$ cat src/verilog/xbpm_defines.vh
// Constants for the expansion bus pin-mode controller.
// Assumes inclusion by bare name from design files under verilog/.
`ifndef XBPM_DEFINES_VH
`define XBPM_DEFINES_VH
// Boot word field positions on exp_data_pins
`define XBPM_BOOT_DIR_POL_BIT   0
`define XBPM_BOOT_BLAST_POL_BIT 1
`define XBPM_BOOT_ARB_EN_BIT    2
`define XBPM_BOOT_GLUELESS_BIT  3
`define XBPM_BOOT_RDY_USE_BIT   4
`define XBPM_BOOT_RESET         32'h0000_0000
// Access kinds on the request port
`define XBPM_KIND_FIFO_RD       3'h0
`define XBPM_KIND_FIFO_WR       3'h1
`define XBPM_KIND_ASYNC_RD      3'h2
`define XBPM_KIND_ASYNC_WR      3'h3
`define XBPM_KIND_MASTER_RD     3'h4
`define XBPM_KIND_MASTER_WR     3'h5
// Glueless FIFO read space
`define XBPM_GLUELESS_SPACE     2'h3
// Asynchronous strobe timing in cycles
`define XBPM_SETUP_CYC          4'h2
`define XBPM_STROBE_CYC         4'h3
`define XBPM_HOLD_CYC           4'h1
`endif

$ cat src/verilog/xbpm_arbiter.v
// Expansion bus ownership arbiter between the device and an external master.
// Assumes host_req/ext_grant come synchronous to sys_clk.
`timescale 1ns/1ps
module xbpm_arbiter (
   input  wire       sys_clk,
   input  wire       reset_n,
   input  wire       arb_en,
   input  wire       dev_req,
   input  wire       host_req,
   input  wire       ext_grant,
   output reg        dev_own_ff,
   output reg        host_own_ff
);
   ////////////////////////////////////////////////////////////////////////
   // Internal arbiter grants on idle bus; device wins ties. External one
   // only hands the bus to us, host then owns when we are not granted.
   always @(posedge sys_clk or negedge reset_n) begin
      if (!reset_n) begin
         dev_own_ff  <= 1'b0;
         host_own_ff <= 1'b0;
      end else if (arb_en) begin
         if (!dev_own_ff && !host_own_ff) begin
            dev_own_ff  <= dev_req;
            host_own_ff <= !dev_req && host_req;
         end else begin
            dev_own_ff  <= dev_own_ff && dev_req;
            host_own_ff <= host_own_ff && host_req;
         end
      end else begin
         dev_own_ff  <= dev_req && ext_grant;
         host_own_ff <= host_req && !ext_grant;
      end
   end
endmodule // xbpm_arbiter

$ cat src/verilog/xbpm_core.v
// Expansion bus pin-mode controller: routes shared pins per access kind.
// Assumes all inputs synchronous to sys_clk; pad logic resolves enables.
// Operation
// - Data pins are sampled as the boot word at the first clock edge after reset release.
// - Glueless FIFO read is offered only in chip-select space 3.
// - FIFO accesses drive the shared lane pins as word address bits 3:0.
// - FIFO accesses use the write-strobe pin as an active-low write enable.
// - Asynchronous accesses treat the ready pin as an active-high input.
// - Asynchronous reads run either ignoring ready or stretched by it.
// - Direction pin polarity comes from the boot word, in and out.
// - Host-port accesses carry four active-low byte enables.
// - External host burst-last is read with the boot polarity.
// - External host accesses use an active-low ready driven by the target.
// - As master the device drives burst-last active low always.
// - As master the write-strobe pin acts as a wait output.
// - Ownership comes from the internal arbiter or an external one.
`timescale 1ns/1ps
`include "xbpm_defines.vh"
module xbpm_core (
   input  wire        sys_clk,
   input  wire        reset_n,
   input  wire [31:0] exp_data_pins_in,
   input  wire        req_valid,
   input  wire [2:0]  req_kind,
   input  wire [1:0]  req_space,
   input  wire [3:0]  req_addr,
   input  wire [3:0]  req_lanes,
   input  wire        req_last,
   input  wire [31:0] req_wdata,
   input  wire        exp_ready_pin_in,
   input  wire        exp_backoff_in,
   input  wire        host_req,
   input  wire        ext_grant,
   input  wire        exp_direction_pin_in,
   input  wire        exp_burst_last_in,
   input  wire        exp_addr_strobe_n_in,
   input  wire        tgt_ready,
   output reg         req_ready_ff,
   output reg         done_ff,
   output reg         refused_ff,
   output reg  [31:0] rdata_ff,
   output reg  [31:0] boot_word_ff,
   output reg         host_write_ff,
   output reg         host_last_ff,
   output reg         host_start_ff,
   output reg  [31:0] exp_data_pins_out,
   output reg         exp_data_pins_oe_n,
   output reg  [3:0]  exp_lane_pins_ff,
   output reg         exp_write_strobe_n_ff,
   output reg         exp_read_strobe_n_ff,
   output reg  [3:0]  exp_chip_select_n_ff,
   output reg         exp_addr_strobe_n_ff,
   output reg         exp_direction_pin_out,
   output reg         exp_direction_pin_oe_n,
   output reg         exp_burst_last_out,
   output reg         exp_burst_last_oe_n,
   output reg         exp_ready_pin_out,
   output reg         exp_ready_pin_oe_n,
   output reg         dev_owns_ff
);
   ////////////////////////////////////////////////////////////////////////
   localparam [5:0] ST_IDLE  = 6'b00_0001;
   localparam [5:0] ST_SETUP = 6'b00_0010;
   localparam [5:0] ST_STRB  = 6'b00_0100;
   localparam [5:0] ST_HOLD  = 6'b00_1000;
   localparam [5:0] ST_WAITG = 6'b01_0000;
   localparam [5:0] ST_BOFF  = 6'b10_0000;

   reg  [5:0] state_ff;
   reg  [3:0] cnt_ff;
   reg  [2:0] kind_ff;
   reg  [1:0] space_ff;
   reg  [3:0] addr_ff;
   reg  [3:0] lanes_ff;
   reg        last_ff;
   reg  [31:0] wdata_ff;
   reg        in_reset_ff;
   wire       dev_own;
   wire       host_own;
   wire       dir_pol   = boot_word_ff[`XBPM_BOOT_DIR_POL_BIT];
   wire       blast_pol = boot_word_ff[`XBPM_BOOT_BLAST_POL_BIT];
   wire       arb_en    = boot_word_ff[`XBPM_BOOT_ARB_EN_BIT];
   wire       glue_en   = boot_word_ff[`XBPM_BOOT_GLUELESS_BIT];
   wire       rdy_use   = boot_word_ff[`XBPM_BOOT_RDY_USE_BIT];

   // Kind decode shared by request check and pin routing
   function is_fifo;
      input [2:0] k;
      is_fifo = (k == `XBPM_KIND_FIFO_RD) || (k == `XBPM_KIND_FIFO_WR);
   endfunction
   function is_master;
      input [2:0] k;
      is_master = (k == `XBPM_KIND_MASTER_RD) || (k == `XBPM_KIND_MASTER_WR);
   endfunction
   function is_write;
      input [2:0] k;
      is_write = (k == `XBPM_KIND_FIFO_WR) || (k == `XBPM_KIND_ASYNC_WR) ||
                 (k == `XBPM_KIND_MASTER_WR);
   endfunction

   wire master_req = (state_ff == ST_WAITG) || (state_ff == ST_BOFF) ||
                     ((state_ff != ST_IDLE) && is_master(kind_ff));

   xbpm_arbiter u_arb (
      .sys_clk     (sys_clk),
      .reset_n     (reset_n),
      .arb_en      (arb_en),
      .dev_req     (master_req),
      .host_req    (host_req),
      .ext_grant   (ext_grant),
      .dev_own_ff  (dev_own),
      .host_own_ff (host_own)
   );

   ////////////////////////////////////////////////////////////////////////
   // Boot word: pins are read once, at the first clock edge after reset
   // release while the reset flag is still high; that sample is kept.
   always @(posedge sys_clk or negedge reset_n) begin
      if (!reset_n) begin
         in_reset_ff  <= 1'b1;
         boot_word_ff <= `XBPM_BOOT_RESET;
      end else begin
         in_reset_ff <= 1'b0;
         if (in_reset_ff)
            boot_word_ff <= exp_data_pins_in;
      end
   end

   ////////////////////////////////////////////////////////////////////////
   // Device transfer sequencer
   always @(posedge sys_clk or negedge reset_n) begin
      if (!reset_n) begin
         state_ff     <= ST_IDLE;
         cnt_ff       <= 4'h0;
         kind_ff      <= 3'h0;
         space_ff     <= 2'h0;
         addr_ff      <= 4'h0;
         lanes_ff     <= 4'h0;
         last_ff      <= 1'b0;
         wdata_ff     <= 32'h0000_0000;
         req_ready_ff <= 1'b0;
         done_ff      <= 1'b0;
         refused_ff   <= 1'b0;
         rdata_ff     <= 32'h0000_0000;
      end else begin
         done_ff    <= 1'b0;
         refused_ff <= 1'b0;
         case (state_ff)
            ST_IDLE: begin
               req_ready_ff <= !in_reset_ff;
               if (req_valid && req_ready_ff) begin
                  req_ready_ff <= 1'b0;
                  // Glueless read needs space 3; elsewhere refuse it
                  if (req_kind == `XBPM_KIND_FIFO_RD && glue_en &&
                      req_space != `XBPM_GLUELESS_SPACE) begin
                     refused_ff <= 1'b1;
                  end else begin
                     kind_ff  <= req_kind;
                     space_ff <= req_space;
                     addr_ff  <= req_addr;
                     lanes_ff <= req_lanes;
                     last_ff  <= req_last;
                     wdata_ff <= req_wdata;
                     cnt_ff   <= `XBPM_SETUP_CYC;
                     state_ff <= is_master(req_kind) ? ST_WAITG : ST_SETUP;
                  end
               end
            end
            ST_WAITG: begin
               if (dev_own) begin
                  cnt_ff   <= `XBPM_SETUP_CYC;
                  state_ff <= ST_SETUP;
               end
            end
            ST_SETUP: begin
               if (is_master(kind_ff) && exp_backoff_in) begin
                  state_ff <= ST_BOFF;
               end else if (cnt_ff <= 4'h1) begin
                  cnt_ff   <= `XBPM_STROBE_CYC;
                  state_ff <= ST_STRB;
               end else
                  cnt_ff <= cnt_ff - 4'h1;
            end
            ST_STRB: begin
               if (is_master(kind_ff) && exp_backoff_in) begin
                  state_ff <= ST_BOFF;
               end else if (cnt_ff > 4'h1) begin
                  cnt_ff <= cnt_ff - 4'h1;
               end else if (is_master(kind_ff) && exp_ready_pin_in) begin
                  cnt_ff <= cnt_ff; // Target holds active-low ready high
               end else if (!is_master(kind_ff) && !is_fifo(kind_ff) &&
                            rdy_use && !exp_ready_pin_in) begin
                  cnt_ff <= cnt_ff; // Stretch until peripheral ready
               end else begin
                  rdata_ff <= exp_data_pins_in;
                  cnt_ff   <= `XBPM_HOLD_CYC;
                  state_ff <= ST_HOLD;
               end
            end
            ST_HOLD: begin
               if (cnt_ff > 4'h1)
                  cnt_ff <= cnt_ff - 4'h1;
               else begin
                  done_ff      <= 1'b1;
                  state_ff     <= ST_IDLE;
               end
            end
            ST_BOFF: begin
               // Bus released; retry whole transfer once back-off drops
               if (!exp_backoff_in)
                  state_ff <= ST_WAITG;
            end
            default: state_ff <= ST_IDLE;
         endcase
      end
   end

   ////////////////////////////////////////////////////////////////////////
   // Pin routing by access kind; all pins parked high/released at idle, except ready, driven while the host owns
   wire active  = (state_ff == ST_SETUP) || (state_ff == ST_STRB) || (state_ff == ST_HOLD);
   wire strobe  = (state_ff == ST_STRB);
   wire wr      = is_write(kind_ff);
   always @(posedge sys_clk or negedge reset_n) begin
      if (!reset_n) begin
         exp_data_pins_out      <= 32'h0000_0000;
         exp_data_pins_oe_n     <= 1'b1;
         exp_lane_pins_ff       <= 4'hF;
         exp_write_strobe_n_ff  <= 1'b1;
         exp_read_strobe_n_ff   <= 1'b1;
         exp_chip_select_n_ff   <= 4'hF;
         exp_addr_strobe_n_ff   <= 1'b1;
         exp_direction_pin_out  <= 1'b0;
         exp_direction_pin_oe_n <= 1'b1;
         exp_burst_last_out     <= 1'b1;
         exp_burst_last_oe_n    <= 1'b1;
         exp_ready_pin_out      <= 1'b1;
         exp_ready_pin_oe_n     <= 1'b1;
         dev_owns_ff            <= 1'b0;
         host_write_ff          <= 1'b0;
         host_last_ff           <= 1'b0;
         host_start_ff          <= 1'b0;
      end else begin
         dev_owns_ff           <= dev_own;
         exp_data_pins_out     <= wdata_ff;
         exp_data_pins_oe_n    <= !(active && wr && !in_reset_ff);
         exp_chip_select_n_ff  <= 4'hF;
         if (active && !is_master(kind_ff))
            exp_chip_select_n_ff[space_ff] <= 1'b0;
         // FIFO: lanes are address; others carry active-low byte enables
         if (active && is_fifo(kind_ff))
            exp_lane_pins_ff <= addr_ff;
         else if (active)
            exp_lane_pins_ff <= ~lanes_ff;
         else
            exp_lane_pins_ff <= 4'hF;
         // Shared strobe: FIFO write enable, or wait output as master
         if (active && is_master(kind_ff))
            exp_write_strobe_n_ff <= !(strobe && exp_ready_pin_in);
         else
            exp_write_strobe_n_ff <= !(strobe && wr);
         exp_read_strobe_n_ff  <= !(strobe && !wr);
         exp_addr_strobe_n_ff  <= !(state_ff == ST_SETUP && is_master(kind_ff));
         // Direction pin driven during our master cycles; level follows boot polarity
         exp_direction_pin_out  <= wr ^ dir_pol;
         exp_direction_pin_oe_n <= !(active && is_master(kind_ff));
         // Master burst-last always active low regardless of boot
         exp_burst_last_out  <= !(active && is_master(kind_ff) && last_ff);
         exp_burst_last_oe_n <= !(active && is_master(kind_ff));
         // Host targets us: decode its direction/last, answer low ready
         host_start_ff     <= host_own && !exp_addr_strobe_n_in;
         host_write_ff     <= exp_direction_pin_in ^ dir_pol;
         host_last_ff      <= exp_burst_last_in ^ !blast_pol;
         exp_ready_pin_out  <= !tgt_ready;
         exp_ready_pin_oe_n <= !host_own;
      end
   end
endmodule // xbpm_core

$ cat config.mk
export PLATFORM = sky130hd
export DESIGN_NAME = xbpm_core
export DESIGN_NICKNAME = d
export VERILOG_FILES = /design/src/verilog/xbpm_arbiter.v /design/src/verilog/xbpm_core.v
export VERILOG_INCLUDE_DIRS = /design/src /design/src/verilog
export SDC_FILE = /design/constraint.sdc
export NUM_CORES = 1
export LEC_CHECK = 0
export BUFFER_PORTS_ARGS = -buffer_cell sky130_fd_sc_hd__clkbuf_2
export CAP_MARGIN = 20
export CORE_ASPECT_RATIO = 1.75
export CORE_UTILIZATION = 53
export CTS_BUF_LIST = sky130_fd_sc_hd__clkbuf_4 sky130_fd_sc_hd__clkbuf_8
export CTS_CLUSTER_SIZE = 12
export DETAILED_ROUTE_END_ITERATION = 8
export PLACE_DENSITY = 0.9
export SLEW_MARGIN = 10
export SYNTH_ARGS = -nofsm -noshare
export SYNTH_HDL_FRONTEND = slang
export SYNTH_SLANG_ARGS = --single-unit
$ cat constraint.sdc
create_clock -name sys_clk -period 2.6 [get_ports sys_clk]
set_input_delay 0.39 -clock sys_clk [delete_from_list [all_inputs] [get_ports sys_clk]]
set_output_delay 0.39 -clock sys_clk [all_outputs]
set_load 0.05 [all_outputs]
==> flow_summary_export.csv <==
group,metric,value,unit
cts,cts_root_buf,"clkbuf_8",
min_path,hp-class,"in2reg",
synthesis,syn-cell-area,0.006997,mm²
sta,slew_viol_final,0,
synthesis,synthCells,458,
detailed_routing,wl,15860,µm
synthesis,synth_cell_types,60,
sta,finClkSkew,18.58,ps
synthesis,ys_warn_count,0,
cts,cts_buffer_depth,2,
power,power_density,1256,mW/mm²
critical_path,worstPathArrival,2630,ps
detailed_routing,drt-vias-per-instance,5.348,
die,die_y,154.0,µm
detailed_routing,drtIter0Drc,239,
detailed_routing,wl_per_cell,18.33,µm
placed_design,port_buffers,209,
critical_path,reg2reg_from,"state_ff[1]$_DFFE_PN0P_",
cts,clk_pin_slew,90,ps
sta,worstMarginPinSlew,658.5,ps
power,vdd_drop_max,0.0007800,V
synthesis,ys_ff_latch,179,
synthesis,syn_nets,549,
sta,post-route-period-util,88.87,%
die,design.die.area,0.01368,mm²
critical_path,crit_fanout,26,
grt,antenna_found_initial,0,
synthesis,async_reset_ff_share,100.0,%
placed_design,hpwl,12040,µm
grt,grt_pass1_vias,5143,
run_status,status,"completed",
cells_and_area,final_common_cell,"clkbuf_2",
placed_design,placed_cell_area,0.008270,mm²
die,io_pins,210,
cts,cts_buffers,17,
detailed_routing,via_count,4626,
sta,slew_headroom,56.10,%
die,core,0.01287,mm²
detailed_routing,first_pass_iters,4,
cells_and_area,synthToLayoutAreaGrowth,24.82,%
grt,grt_overflow,0,
die,rows,55,
sta,report.final.hold_viol_count,0,
synthesis,syn_area_per_cell,15.28,µm²
synthesis,synth_area_leader_cell,"dfrtp_1",
critical_path,end_kind,"register",
cts,clock-sinks,179,
critical_path,crit_path_start,"state_ff[1]$_DFFE_PN0P_",
cts,htreeDepth,4,
critical_path,critPathRequiredTime,2920,ps
detailed_routing,antenna_left,0,
sta,final.setup.tns,0,ps
cells_and_area,final_util,67.87,%
die,die_width,88.86,µm
synthesis,synth-edff-count,0,
power,p_leak,4.438,nW
synthesis,yosysTopAreaCellShare,57.58,%
sta,hold_ws,66.84,ps
cells_and_area,drive_gt1_share,56.20,%
cells_and_area,final_net_count,772,
cts,clkLatencyLatePin,440,ps
placed_design,gp_congestion,0.8866,
cts,cts_tree,"built",
min_path,min_from,"tgt_ready",
cells_and_area,final_area,0.008733,mm²
cts,cts-resized-gates,0,
critical_path,cp-start-kind,"register",
synthesis,seq_area_frac_synth,64.34,%
cells_and_area,antennaDiodeCount,0,
grt,grt_max_degree,69,
cells_and_area,final_cell_mix,"clkbuf_2 (208), dfrtp_1 (161), mux2_2 (68)",
sta,rsz0062_at_grt,"no",
die,start_util,54.37,%
sta,setup_violations,0,
grt,grt_pass1_wl,25450,µm
critical_path,setup.worst_path.class,"reg2reg",
detailed_routing,post-route-drc-count,0,
power,total_power,0.01097,W
grt,track_usage,25.08,%
sta,fmax,432.8,MHz
sta,period_needed,2311,ps
synthesis,synth.area.top_cells,"dfrtp_1 (58%), mux2_2 (11%), mux2_4 (8.6%), dfstp_2 (6.8%), nand2_1 (1.1%)",
flow_run,cap_violations,0,
synthesis,synth-main-ff-cell,"dfrtp_1",
report_power, final:
| part | switching [W] | internal, W |
|---|---|---|
| Clock | 0.00101 | 0.00112 |
| Combinational | 0.00299 | 0.00154 |
| Sequential | 0.000592 | 0.00372 |
| Total | 0.00459 | 0.00638 |
through the flow:
| step | cells | worst slack [ps] |
|---|---|---|
| 5_1_grt | 865 | 142.6 |
| 3_5_place_dp | 832 | 327.0 |
| 3_3_place_gp | 832 | 412.4 |
| 2_1_floorplan | 458 | 637.2 |
| 4_1_cts | 865 | 305.2 |
| 6_report | 865 | 289.4 |
critical path, cell delays in order, from the launching register on:
cell,delay [ps]
dfrtp_1,550
nor4_4,400
and2_1,280
nand2_1,140
nor3_4,230
buf_12,210
mux2_2,360
path summary, 6_finish.rpt:
kind                       slack [ps]  cells after the start                               to
setup / recovery                  290                      6         rdata_ff[24]$_DFFE_PN0P_
max in group asynchronous        1300                      3      exp_ready_pin_out$_DFF_PN1_
hold / removal                     70                      2      exp_ready_pin_out$_DFF_PN1_
min in group asynchronous         500                      2  exp_data_pins_out[29]$_DFF_PN0_
hold reg to reg                   390                      0   exp_data_pins_out[8]$_DFF_PN0_
setup reg to reg                  290                      6         rdata_ff[24]$_DFFE_PN0P_
per-layer routing:
layer | GRT usage, % | routed length (µm)
met1 | 26.45 | 5441
met2 | 43.70 | 8874
met3 | 5.851 | 745
met4 | 15.59 | 796
met5 | 0 | 0
sequential cells by signal, indices dropped and copies added (netlist names), 2 cells and up:
name and cells:
addr_ff 4, boot_word_ff 32, cnt_ff 4, exp_chip_select_n_ff 4
exp_data_pins_out 32, exp_lane_pins_ff 4, kind_ff 3, lanes_ff 4
rdata_ff 32, space_ff 2, state_ff 6, wdata_ff 32
cells in the mapped netlist, drive strengths merged (3+ instances only):
| cell | n |
|---|---|
| o21ai | 11 |
| nand2 | 21 |
| nor3 | 8 |
| nor2 | 12 |
| nand2b | 5 |
| o211ai | 7 |
| or4 | 3 |
| a21oi | 9 |
| mux2 | 109 |
| nand3 | 5 |
| nor4 | 3 |
| clkbuf | 6 |
| dfstp | 18 |
| inv | 8 |
| nand3b | 3 |
| dfrtp | 161 |
| o41ai | 3 |
| nor2b | 7 |
| buf | 14 |
| xnor2 | 4 |
| xor2 | 3 |
final cells by class:
class	count	area (µm²)
clock buffer	20	262.8
clock inverter	12	190.2
fill	910	4135
inverter	8	30.03
multi-input combinational	251	2330
sequential	179	4502
tap	171	214.0
timing repair buffer	224	1205
logic make-up after synthesis:
| family | synth area share [%] |
|---|---|
| AOI/OAI and AO/OA | 4.811 |
| xor gates and xnor gates | 0.8763 |
| adders and majority gates | 0.3576 |
| buffers and inverters | 2.360 |
| DFF | 64.34 |
| muxes | 19.83 |
| other | 0.05360 |
| and+or+nand+nor | 7.368 |
repair_timing:
action | CTS | global route
hold buffers | 1 | 0
buffers inserted | 0 | 0
hold endpoints to repair | 61 | 0
(Power assumes the default switching activity.)
